[src/pkg/embp_pkg.sv]
package embp_pkg;
   // register indices on the plain register port
   localparam logic [23:0] SYS_CTRL_OFS   = 24'hfff000;
   localparam logic [23:0] CS_CTRL1_OFS   = 24'hfff004;
   localparam logic [23:0] DRAM_CTRL_OFS  = 24'hfff008;
   localparam logic [23:0] PIN_SEL_OFS    = 24'hfff00c;
   localparam logic [23:0] STATUS_OFS     = 24'hfff010;
   localparam logic [23:0] PORT_OUT_OFS   = 24'hfff014;
   localparam logic [23:0] PORT_IN_OFS    = 24'hfff018;
   // field positions
   localparam int NARROW_BIT    = 0;  // system_control_reg: narrow_bus_select
   localparam int SLEEP_BIT     = 1;  // system_control_reg: sleep request
   localparam int STROBE_BIT    = 0;  // cs_control_one: strobe_mode_select
   localparam int DWE_EN_BIT    = 0;  // dram_control_reg: write strobe enable
   localparam int PE3_SEL_BIT   = 0;  // pin select: port_e_bit_three dedicated
   localparam int A0_GPIO_BIT   = 1;  // pin select: port_g_bit_one as gpio
   localparam int ACK_GPIO_BIT  = 2;  // pin select: acknowledge pin as gpio
   localparam int ACK_DIR_BIT   = 3;  // pin select: acknowledge pin as output
   localparam int TOP_GPIO_LSB  = 4;  // pin select: four top address lines as gpio
   // reset values
   localparam logic [7:0] SYS_CTRL_RST = 8'h00;
   localparam logic [7:0] CS_CTRL1_RST = 8'h00;
   localparam logic [7:0] DRAM_CTRL_RST = 8'h00;
   localparam logic [7:0] PIN_SEL_RST  = 8'h00;
   // timing: edges from reset release until the first strap sample is synced
   localparam logic [1:0] STRAP_SETTLE = 2'h2;

   typedef struct packed {
      logic        valid;   // one-cycle cycle start
      logic        write;
      logic        dram;
      logic        refresh;
      logic        group_b;
      logic        wide;    // chip-select configured 16-bit
      logic        ext_ack; // chip-select uses external acknowledge
      logic [1:0]  lanes;   // bit1 upper, bit0 lower byte
      logic [23:0] addr;
      logic [15:0] dram_addr;
      logic [15:0] wdata;
   } embp_req_t;
endpackage

[src/hw/embp_ack_sync.sv]
`timescale 1ns/1ps
module embp_ack_sync (
   input  wire logic clk,
   input  wire logic srst,
   input  wire logic pin_in,
   output logic      pin_sync
);
   logic meta_r;
   logic meta_nxt;
   logic sync_r;
   logic sync_nxt;

   always_comb begin
      meta_nxt = pin_in;
      sync_nxt = meta_r;
   end

   always_ff @(posedge clk) begin
      if (srst) begin
         meta_r <= 1'b1;
         sync_r <= 1'b1;
      end else begin
         meta_r <= meta_nxt;
         sync_r <= sync_nxt;
      end
   end

   assign pin_sync = sync_r;
endmodule // embp_ack_sync

[src/hw/embp_pins.sv]
`timescale 1ns/1ps
// What this block does
// - in sleep, address outputs hold the last bus cycle's value
// - after reset the lowest address pin is address, not port bit
// - lines 16..1 carry dram row/column in dram cycles, else address
// - top four address lines default to address, software may regrant them
// - in sleep every data pin gets its own pull-up
// - low data byte is gpio only when narrow bus bit set
// - upper data byte is always data; 8-bit devices sit on it
// - outside group b, byte pins are write enables; 8-bit uses upper only
// - group b strobe mode bit selects write enables or byte data strobes
// - dram write strobe stays high during refresh
// - dram write strobe on shared pin needs port select and enable bit
// - width pin sampled at reset release: low 8-bit, high 16-bit boot
// - after reset width pin is acknowledge input; may become output or gpio
// - acknowledge pin affects only external-acknowledge cycles
// - output enable low during read cycles
// - legacy strobe and read/write pins default to pulled-up inputs
module embp_pins (
   input  wire logic                clk,
   input  wire logic                srst,
   // register port
   input  wire logic [23:0]         reg_addr,
   input  wire logic [7:0]          reg_wdata,
   input  wire logic                reg_wr,
   input  wire logic                reg_rd,
   output logic [7:0]               reg_rdata,
   // bus cycle from the core
   input  embp_pkg::embp_req_t      req,
   input  wire logic                cycle_end,
   output logic                     cycle_ack,
   output logic [15:0]              rdata,
   // pins
   output logic [23:0]              addr_o,
   output logic [3:0]               top_gpio_oe,
   output logic                     a0_gpio_oe,
   output logic                     oe_n,
   output logic                     lower_write_strobe_n,
   output logic                     upper_write_strobe_n,
   output logic                     pe3_o,
   output logic                     pe3_oe,
   output logic                     serial_port_clock_sel,
   input  wire logic                boot_width_pin_i,
   output logic                     boot_width_pin_o,
   output logic                     boot_width_pin_oe,
   input  wire logic [15:0]         data_i,
   output logic [15:0]              data_o,
   output logic [15:0]              data_oe,
   output logic [15:0]              data_pullup,
   output logic [2:0]               legacy_pullup,
   output logic                     boot_wide
);
   import embp_pkg::*;

   ////////////////////////////////////////////////////////////////////////
   logic [7:0]  sys_r, sys_nxt, cs1_r, cs1_nxt, drc_r, drc_nxt, sel_r, sel_nxt;
   logic [7:0]  pout_r, pout_nxt, rdata_r, rdata_nxt;
   logic        ack_sync;
   logic [1:0]  settle_r, settle_nxt;
   logic        wide_r, wide_nxt;
   logic [15:0] din_meta_r, din_sync_r;

   embp_ack_sync u_ack (
      .clk      (clk),
      .srst     (srst),
      .pin_in   (boot_width_pin_i),
      .pin_sync (ack_sync)
   );

   always_ff @(posedge clk) begin
      din_meta_r <= data_i;
      din_sync_r <= din_meta_r;
   end

   ////////////////////////////////////////////////////////////////////////
   // register file
   always_comb begin
      sys_nxt   = sys_r;
      cs1_nxt   = cs1_r;
      drc_nxt   = drc_r;
      sel_nxt   = sel_r;
      pout_nxt  = pout_r;
      rdata_nxt = 8'h00;
      if (reg_wr) begin
         unique case (reg_addr)
            SYS_CTRL_OFS:  sys_nxt  = reg_wdata;
            CS_CTRL1_OFS:  cs1_nxt  = reg_wdata;
            DRAM_CTRL_OFS: drc_nxt  = reg_wdata;
            PIN_SEL_OFS:   sel_nxt  = reg_wdata;
            PORT_OUT_OFS:  pout_nxt = reg_wdata;
            default:       ;
         endcase
      end
      if (reg_rd) begin
         unique case (reg_addr)
            SYS_CTRL_OFS:  rdata_nxt = sys_r;
            CS_CTRL1_OFS:  rdata_nxt = cs1_r;
            DRAM_CTRL_OFS: rdata_nxt = drc_r;
            PIN_SEL_OFS:   rdata_nxt = sel_r;
            STATUS_OFS:    rdata_nxt = {6'h00, ack_sync, wide_r};
            PORT_OUT_OFS:  rdata_nxt = pout_r;
            PORT_IN_OFS:   rdata_nxt = din_sync_r[7:0];
            default:       rdata_nxt = 8'h00;
         endcase
      end
   end

   always_ff @(posedge clk) begin
      if (srst) begin
         sys_r   <= SYS_CTRL_RST;
         cs1_r   <= CS_CTRL1_RST;
         drc_r   <= DRAM_CTRL_RST;
         sel_r   <= PIN_SEL_RST;
         pout_r  <= 8'h00;
         rdata_r <= 8'h00;
      end else begin
         sys_r   <= sys_nxt;
         cs1_r   <= cs1_nxt;
         drc_r   <= drc_nxt;
         sel_r   <= sel_nxt;
         pout_r  <= pout_nxt;
         rdata_r <= rdata_nxt;
      end
   end
   assign reg_rdata = rdata_r;

   ////////////////////////////////////////////////////////////////////////
   // strap sampled at first edge after release, latched once synced
   always_comb begin
      settle_nxt = (settle_r == 2'h3) ? settle_r : settle_r + 2'h1;
      wide_nxt   = (settle_r == STRAP_SETTLE) ? ack_sync : wide_r;
   end
   always_ff @(posedge clk) begin
      if (srst) begin
         settle_r <= 2'h0;
         wide_r   <= 1'b0;
      end else begin
         settle_r <= settle_nxt;
         wide_r   <= wide_nxt;
      end
   end
   assign boot_wide = wide_r;

   ////////////////////////////////////////////////////////////////////////
   // cycle pin state
   logic        sleep;
   logic        active_r, active_nxt, wr_r, wr_nxt, dram_r, dram_nxt;
   logic        ref_r, ref_nxt, grpb_r, grpb_nxt, wide_cs_r, wide_cs_nxt;
   logic        ext_r, ext_nxt;
   logic [1:0]  lanes_r, lanes_nxt;
   logic [23:0] addr_r, addr_nxt;
   logic [15:0] wd_r, wd_nxt, rd_r, rd_nxt;

   assign sleep = sys_r[SLEEP_BIT];

   always_comb begin
      active_nxt  = active_r;
      wr_nxt      = wr_r;
      dram_nxt    = dram_r;
      ref_nxt     = ref_r;
      grpb_nxt    = grpb_r;
      wide_cs_nxt = wide_cs_r;
      ext_nxt     = ext_r;
      lanes_nxt   = lanes_r;
      addr_nxt    = addr_r;
      wd_nxt      = wd_r;
      rd_nxt      = rd_r;
      if (req.valid && !active_r && !sleep) begin
         active_nxt  = 1'b1;
         wr_nxt      = req.write;
         dram_nxt    = req.dram;
         ref_nxt     = req.refresh;
         grpb_nxt    = req.group_b;
         wide_cs_nxt = req.wide;
         ext_nxt     = req.ext_ack;
         lanes_nxt   = req.lanes;
         wd_nxt      = req.wdata;
         addr_nxt    = req.dram ? {req.addr[23:17], req.dram_addr, req.addr[0]} : req.addr;
      end else if (active_r && cycle_end) begin
         active_nxt = 1'b0;
         rd_nxt     = din_sync_r;
      end
   end

   always_ff @(posedge clk) begin
      if (srst) begin
         active_r  <= 1'b0;
         wr_r      <= 1'b0;
         dram_r    <= 1'b0;
         ref_r     <= 1'b0;
         grpb_r    <= 1'b0;
         wide_cs_r <= 1'b0;
         ext_r     <= 1'b0;
         lanes_r   <= 2'h0;
         addr_r    <= 24'h000000;
         wd_r      <= 16'h0000;
         rd_r      <= 16'h0000;
      end else begin
         active_r  <= active_nxt;
         wr_r      <= wr_nxt;
         dram_r    <= dram_nxt;
         ref_r     <= ref_nxt;
         grpb_r    <= grpb_nxt;
         wide_cs_r <= wide_cs_nxt;
         ext_r     <= ext_nxt;
         lanes_r   <= lanes_nxt;
         addr_r    <= addr_nxt;
         wd_r      <= wd_nxt;
         rd_r      <= rd_nxt;
      end
   end

   assign addr_o      = addr_r;
   assign rdata       = rd_r;
   assign top_gpio_oe = sel_r[TOP_GPIO_LSB +: 4] & pout_r[7:4];
   assign a0_gpio_oe  = sel_r[A0_GPIO_BIT] & pout_r[0];

   ////////////////////////////////////////////////////////////////////////
   logic do_wr, strobe_mode, lo_en, up_en, narrow;
   assign do_wr       = active_r && wr_r && !ref_r;
   assign strobe_mode = grpb_r && cs1_r[STROBE_BIT];
   assign narrow      = sys_r[NARROW_BIT];
   // narrow chip-select steers all writes to upper strobe
   assign up_en = wide_cs_r ? lanes_r[1] : (lanes_r != 2'h0);
   assign lo_en = wide_cs_r & lanes_r[0];

   always_comb begin
      lower_write_strobe_n = 1'b1;
      upper_write_strobe_n = 1'b1;
      if (strobe_mode) begin
         // byte data strobes on any non-refresh group b access
         lower_write_strobe_n = !(active_r && !ref_r && lo_en);
         upper_write_strobe_n = !(active_r && !ref_r && up_en);
      end else if (do_wr) begin
         lower_write_strobe_n = !lo_en;
         upper_write_strobe_n = !up_en;
      end
   end

   assign oe_n = !(active_r && !wr_r && !ref_r);

   logic dwe_sel;
   assign dwe_sel               = sel_r[PE3_SEL_BIT] && drc_r[DWE_EN_BIT];
   assign pe3_o                 = !(do_wr && dram_r);
   assign pe3_oe                = dwe_sel;
   assign serial_port_clock_sel = !dwe_sel;

   assign cycle_ack = active_r && (ext_r ? !ack_sync : 1'b1)
                      && !sel_r[ACK_GPIO_BIT] && !sel_r[ACK_DIR_BIT] ? 1'b1
                      : (active_r && !ext_r);
   assign boot_width_pin_oe = sel_r[ACK_DIR_BIT];
   assign boot_width_pin_o  = pout_r[1];

   always_comb begin
      data_o  = 16'h0000;
      data_oe = 16'h0000;
      if (do_wr && !sleep) begin
         data_o[15:8]  = (wide_cs_r || narrow) ? wd_r[15:8] : wd_r[7:0];
         data_oe[15:8] = 8'hff;
         data_o[7:0]   = wd_r[7:0];
         data_oe[7:0]  = narrow ? 8'h00 : 8'hff;
      end
      if (narrow) begin
         data_o[7:0]  = pout_r;
         data_oe[7:0] = sleep ? 8'h00 : pout_r;
      end
   end
   assign data_pullup   = sleep ? 16'hffff : 16'h0000;
   assign legacy_pullup = 3'h7;

   ////////////////////////////////////////////////////////////////////////
   property p_sleep_hold;
      @(posedge clk) disable iff (srst) sleep && $past(sleep) |-> $stable(addr_o);
   endproperty
   a_sleep_hold: assert property (p_sleep_hold) else $error("address moved in sleep");

   property p_a0_default;
      @(posedge clk) srst |=> !a0_gpio_oe && top_gpio_oe == 4'h0;
   endproperty
   a_a0_default: assert property (p_a0_default) else $error("gpio after reset");

   property p_dram_mux;
      @(posedge clk) disable iff (srst)
         req.valid && !active_r && !sleep && req.dram |=> addr_o[16:1] == $past(req.dram_addr);
   endproperty
   a_dram_mux: assert property (p_dram_mux) else $error("dram address missing");

   property p_pullup;
      @(posedge clk) disable iff (srst) sleep |-> data_pullup == 16'hffff && data_oe == 16'h0000;
   endproperty
   a_pullup: assert property (p_pullup) else $error("sleep pull-up missing");

   property p_refresh_dwe;
      @(posedge clk) disable iff (srst) active_r && ref_r |-> pe3_o && oe_n;
   endproperty
   a_refresh_dwe: assert property (p_refresh_dwe) else $error("dram strobe low in refresh");

   property p_dwe_sel;
      @(posedge clk) disable iff (srst) pe3_oe == (sel_r[PE3_SEL_BIT] && drc_r[DWE_EN_BIT]);
   endproperty
   a_dwe_sel: assert property (p_dwe_sel) else $error("dram strobe select");

   property p_int_ack;
      @(posedge clk) disable iff (srst) active_r && !ext_r |-> cycle_ack;
   endproperty
   a_int_ack: assert property (p_int_ack) else $error("internal ack blocked");

   property p_oe_read;
      @(posedge clk) disable iff (srst) !oe_n |-> active_r && !wr_r;
   endproperty
   a_oe_read: assert property (p_oe_read) else $error("output enable outside read");

   property p_we_lane;
      @(posedge clk) disable iff (srst)
         !strobe_mode && !lower_write_strobe_n |-> do_wr && wide_cs_r && lanes_r[0];
   endproperty
   a_we_lane: assert property (p_we_lane) else $error("lower write strobe misused");
endmodule // embp_pins

[config.mk]
export PLATFORM = sky130hd
export DESIGN_NAME = embp_pins
export DESIGN_NICKNAME = d
export VERILOG_FILES = /design/src/pkg/embp_pkg.sv /design/src/hw/embp_ack_sync.sv /design/src/hw/embp_pins.sv
export SDC_FILE = /design/constraint.sdc
export NUM_CORES = 1
export LEC_CHECK = 0
export BUFFER_PORTS_ARGS = -buffer_cell sky130_fd_sc_hd__buf_2
export CORE_MARGIN = 8
export CORE_UTILIZATION = 51
export CTS_BUF_LIST = sky130_fd_sc_hd__clkbuf_4
export DETAILED_ROUTE_END_ITERATION = 16
export GPL_ROUTABILITY_DRIVEN = 1
export HOLD_SLACK_MARGIN = 0.1
export PLACE_DENSITY = 0.83
export SYNTH_ARGS = -nofsm -noshare
export SYNTH_HDL_FRONTEND = slang
export SYNTH_HIERARCHICAL = 1
export SYNTH_SLANG_ARGS = --single-unit
[constraint.sdc]
create_clock -name clk -period 2 [get_ports clk]
set_input_delay 0.1 -clock clk [delete_from_list [all_inputs] [get_ports clk]]
set_output_delay 0.1 -clock clk [all_outputs]
set_load 0.05 [all_outputs]
* After elaboration in Yosys (flattened, before gate mapping)
Index checks and enable logic that the tools add are counted.
** Word-level totals
- ROM bits :: 0
- Logic and storage cells :: 100
- Output and inout bits :: 114
- Memories :: 0
- Latch bits :: 0
- Register bits after elaboration :: 150
- Input bits :: 119
- Memory bits (writable) :: 0
** Cells by class
- Div/mod/pow operators :: 0
- Reduce and logical (&&, ||, !) cells :: 43
- Order comparisons :: 0
- Muxes and demuxes :: 19
- Bitwise logic cells :: 5
- Shift-type cells :: 0
- Multiply operators :: 0
- Add/sub/neg operators :: 1
- Eq/ne operators :: 9
** Operator list (count)
- equality test 24 bit, second input constant :: 7
- case mux 8 bit (7 select lines) :: 1
- 2-to-1 mux 16 bit :: 3
- 2-to-1 mux 8 bit :: 5
- logical AND 1 bit :: 18
- 2-to-1 mux 17 bit :: 1
- logical NOT 1 bit :: 15
- AND reduction 2 bit :: 6
- 2-to-1 mux 1 bit :: 9
- bitwise AND 4 bit :: 1
- equality test 2 bit, second input constant :: 2
- nonzero test 2 bit :: 2
- adder 2 x 1 -> 2 bit, second input constant :: 1
- bitwise AND 1 bit :: 2
- NOT 1 bit :: 2
- OR reduction 2 bit :: 1
- logical OR 1 bit :: 1

* Depth between registers and ports, before layout
- Depth in word-level cells :: 6
- Depth in mapped cells :: 7
- Gate-level depth less buffers :: 5

* By module
The synthesis kept the hierarchy.
** Modules (own cells, without submodules)
- embp_pins :: times used 1, sequential area each 2962.8 um2, area each 6137.1 um2, cells an instance 680
- embp_ack_sync :: times used 1, sequential area each 40.0 um2, area each 52.6 um2, cells an instance 4

* Worst setup path before layout
No wires, ideal clock.
- Path type :: register -> output
- From :: register active_r
- To :: output port data_o[0]
- Buffers on the path :: 0
- Stages on the path, launching flop included :: 6
- Slack :: -0.560 ns
- Data arrival time :: 2.460 ns
- Data required time :: 1.900 ns
- Cell sequence :: dfxtp_1 > nor2b_1 > nand3b_1 > clkinv_1 > nand2_1 > o21ai_0
** Between the ends
- Longest elaborated chain between the ends :: 5
** RTL lines
- from (decl) :: line embp_pins.sv:147 : logic active_r, active_nxt, wr_r, wr_nxt, dram_r, dram_nxt;
- from (signal assigned) :: line embp_pins.sv:199 : active_r <= active_nxt;
- logical AND 1 bit (2 in series) :: line embp_pins.sv:220 : assign do_wr = active_r && wr_r && !ref_r;
- logical AND 1 bit :: line embp_pins.sv:257 : if (do_wr && !sleep) begin
- 2-to-1 mux 16 bit :: line embp_pins.sv:257
- 2-to-1 mux 8 bit :: line embp_pins.sv:263 : if (narrow) begin
- to (decl) :: line embp_pins.sv:47 : output logic [15:0] data_o,
Every way passes these cells.

* Worst setup path after layout
- From :: register sys_r[1]
- To :: register lanes_r[1]
** Between the ends
- Longest elaborated chain between the ends :: 2
** RTL lines
- from (decl) :: line embp_pins.sv:56 : logic [7:0] sys_r, sys_nxt, cs1_r, cs1_nxt, drc_r, drc_nxt, sel_r, sel_nxt;
- from (signal assigned) :: line embp_pins.sv:117 : sys_r <= sys_nxt;
- logical NOT 1 bit :: line embp_pins.sv:168 : if (req.valid && !active_r && !sleep) begin
- logical AND 1 bit :: line embp_pins.sv:168
- to (signal assigned) :: line embp_pins.sv:206 : lanes_r <= lanes_nxt;
- to (decl) :: line embp_pins.sv:150 : logic [1:0] lanes_r, lanes_nxt;
Every way passes these cells.
A chain may end at the register's enable or synchronous reset.

==> metrics.csv <==
stage;metric;value;unit
place;dpl_cell_area;7333;sq um
clock_tree;numCtsBuffers;17;
synthesis;syn_inst;684;
synthesis;synth-seq-cells;150;
clock_tree;ctsLongestPathBuffers;2;
drt;drt_iter0_markers;507;
timing;max_slew_margin;0.4919;
drt;drc_errors;0;
critical_path;slowest_delay;600;ps
place;gp_congestion;0.9087;
synthesis;netlist_area;6190;sq um
clock_tree;cts_tree;yes;
floorplanning;rows;40;
critical_path;crit_type;reg2reg;
power;p_leak;4.453;nW
clock_tree;root_buffer;clkbuf_4;
place;portBuffers;229;
critical_path;r2r-start;sys_r[1];
synthesis;seq_area_frac_synth;0.4851;
critical_path;worstPathRequired;2520;ps
timing;finalMaxSlewViolations;0;
floorplanning;die_area;15920;sq um
synthesis;async_flop_share;0;
min_path;hold_class;in2reg;
synthesis;yosysWarningCount;6;
outcome;status;complete, but fails checks;
power;ir_worst_vdd;0.5418;mV
critical_path;crit_slowest_cell;dlygate4sd3_1;
timing;min_period;2049;ps
timing;final_hold_viol_count;0;
min_path;whs_endpoint;active_r;
synthesis;synth-adder-area-share;0.004043;
synthesis;synth_compound_area_frac;0.1243;
floorplanning;start_util;0.5196;
clock_tree;clkSlewWorstSetupHoldPaths;130;ps
flow_run;cap_violations;0;
layout;post-route-cell-area;9340;sq um
floorplanning;die_w;126.2;um
outcome;violations;negative setup slack;
grt;antenna_found_initial;3;
grt;grt_overflow;0;
critical_path;r2r_end;lanes_r[1];
timing;rsz0062_at_grt;true;
timing;max_slew.worst_pin.slew;742.9;ps
floorplanning;io_pins;233;
critical_path;end_kind;flip-flop;
drt;num_vias;6665;
floorplanning;core-area;11910;sq um
layout;syn_to_final_growth;50.90;%
timing;finalSetupTns;-55.22;ps
clock_tree;worstSkewPairLatency;580;ps
min_path;worstHoldStart;req[64];
drt;wl_per_cell;20.21;um
layout;drive_above_1_share;0.3115;
synthesis;synth.largest_area_cell;dfxtp_1;
drt;ant_nets;0;
critical_path;path_cells;buf_4 > nor2_2 > and2_4 > buf_12 > nand2_1 > a21oi_1 > dlygate4sd3_1;
critical_path;worstPathMaxFanout;20;
synthesis;syn_area_per_cell;9.049;sq um
clock_tree;cts.sinks;150;
synthesis;synth.most_common_cell;dfxtp_1;
critical_path;cp.arrival;2570;ps
layout;instances_no_fill;1188;
clock_tree;cts_htree_levels;4;
synthesis;muxShareOfSynthArea;0.1166;
synthesis;synthTopCellsByCount;dfxtp_1, nand2_1, a21oi_1, mux2i_1, nand2b_1;
drt;first_pass_iters;7;
synthesis;synth_xor_area_frac;0.001415;
synthesis;synth_top_family_by_area;simple AND/OR/NAND/NOR gates;
synthesis;synth_cell_types;48;
place;dp_cells;1009;
grt;grt_max_degree;91;
critical_path;r2r_cells;7;
drt;wl;24010;um
power;powerDensity;688.7;nW/um^2
layout;fin_nets;1146;
synthesis;netlist.area_leader.share;0.4851;
timing;fmax;0.4880;GHz
timing;setup_ws;-49.01;ps
synthesis;synth_edf_count;0;
synthesis;synth_simple_gate_area_frac;0.2062;
timing;setup_violations;2;
grt;grt_pass1_wl;36070;um
timing;fin_crit_sh;1.025;
grt;grt_pass1_vias;6815;
place;dp.final_hpwl;12910;um
timing;skew;21.14;ps
drt;avgViaCountPerCell;5.610;
min_path;min_path_cells;4;
floorplanning;die_y;126.2;um
grt;track_usage;0.2837;
critical_path;start_kind;flip-flop;
critical_path;r2r_setup_slack;-50;ps
synthesis;netlist_top_cells_area;dfxtp_1, mux2i_1, nand2_1, nand2b_1, a21oi_1;
synthesis;ys.flop_type;dfxtp_1;
[logic make-up (layout without fill, tap and decap cells)]
group / after synthesis / after routing
and+or+nand+nor: 259 / 259
DFF: 150 / 150
AOI/OAI and AO/OA: 128 / 128
buffers and inverters: 72 / 423
muxes: 71 / 71
adders and majority gates: 2 / 2
other: 1 / 7
xor gates and xnor gates: 1 / 1
[metrics by stage]
step	setup WS, ps	utilization	power [mW]	hold slack, ps
2_1_floorplan	172.9	-	3.799	127.7
3_3_place_gp	148.2	0.6157	4.061	202.9
3_5_place_dp	83.30	0.6157	4.074	203.6
4_1_cts	1.455	0.7654	6.282	100.4
5_1_grt	-100.3	0.7839	6.616	120.3
6_report	-49.01	0.7841	6.432	95.77
[routing by layer]
metal  track usage  vias up  wire length (um)
met5             0        -                 0
met4        0.1663        0              1217
met3        0.1008      109              2529
met2        0.4783      455             11720
met1        0.3019     3110              8540
li1              -     2991                 -
[layout make-up]
class / count / area [sq um]
diodes: 4 / 10.01
clock inverters: 14 / 176.4
inverters: 4 / 27.53
well taps: 147 / 183.9
clock buffers: 17 / 127.6
fillers: 731 / 2571
repair buffers: 388 / 2892
multi-input cells: 464 / 2917
flip-flops and latches: 150 / 3007
[worst max path at each step]
stage	to	slack (ps)	startpoint
after CTS	data_o[13]	1	active_r
final	lanes_r[1]	-50	sys_r[1]
after global routing	lanes_r[1]	-100	sys_r[1]
after floorplan	data_o[0]	170	active_r
after detailed placement	reg_rdata[2]	80	reg_addr[5]
after global placement	cs1_r[1]	150	reg_addr[5]
[cells in the final DEF, fill, tap and decap left out, types with 3 or more instances in the layout]
cell type,n
a211oi_1,16
a21o_1,8
a21oi_1,60
a21oi_2,6
a222oi_1,3
a22o_1,3
a311oi_1,4
and2_1,8
and3_1,6
buf_12,3
buf_2,203
buf_4,24
buf_6,17
bufinv_16,3
clkbuf_4,17
clkinvlp_4,3
conb_1,3
dfxtp_1,147
dfxtp_2,3
diode_2,4
dlygate4sd3_1,138
inv_1,3
inv_6,3
mux2_2,9
mux2i_1,62
nand2_1,126
nand2b_1,55
nand3_1,6
nor2_1,26
nor2_2,3
nor2b_1,4
o21ai_0,11
o21ai_2,7
[power breakdown]
group,internal (mW),switching [mW],total [mW]
clock network,0.875,1.19,2.07
logic,0.501,0.664,1.16
registers,3.12,0.0832,3.20
total,4.49,1.94,6.43
[sequential cells by signal (all words and copies together) (netlist names), 2 cells and up]
register    flops
lanes_r         2
settle_r        2
cs1_r           8
din_meta_r     16
sel_r           8
drc_r           8
reg_rdata       8
rdata          16
sys_r           8
wd_r           16
pout_r          8
din_sync_r     16
addr_o         24
[timing repair]
| item | in CTS | in global routing |
|---|---|---|
| hold buffers | 139 | 0 |
| cloned | 0 | 2 |
| gates resized for setup | 27 | 51 |
| endpoints found under the setup margin | 32 | 58 |
| hold endpoints to repair | 125 | 0 |
| pin swaps | 1 | 3 |
| buffers inserted | 2 | 1 |
[critical path: cells and delay by family, from the launching register on]
kind | cells | cell delay (ps)
buf+inv | 3 | 950
flops | 1 | 330
simple gates | 3 | 450
compound gates | 1 | 270
(Power assumes the default switching activity.)
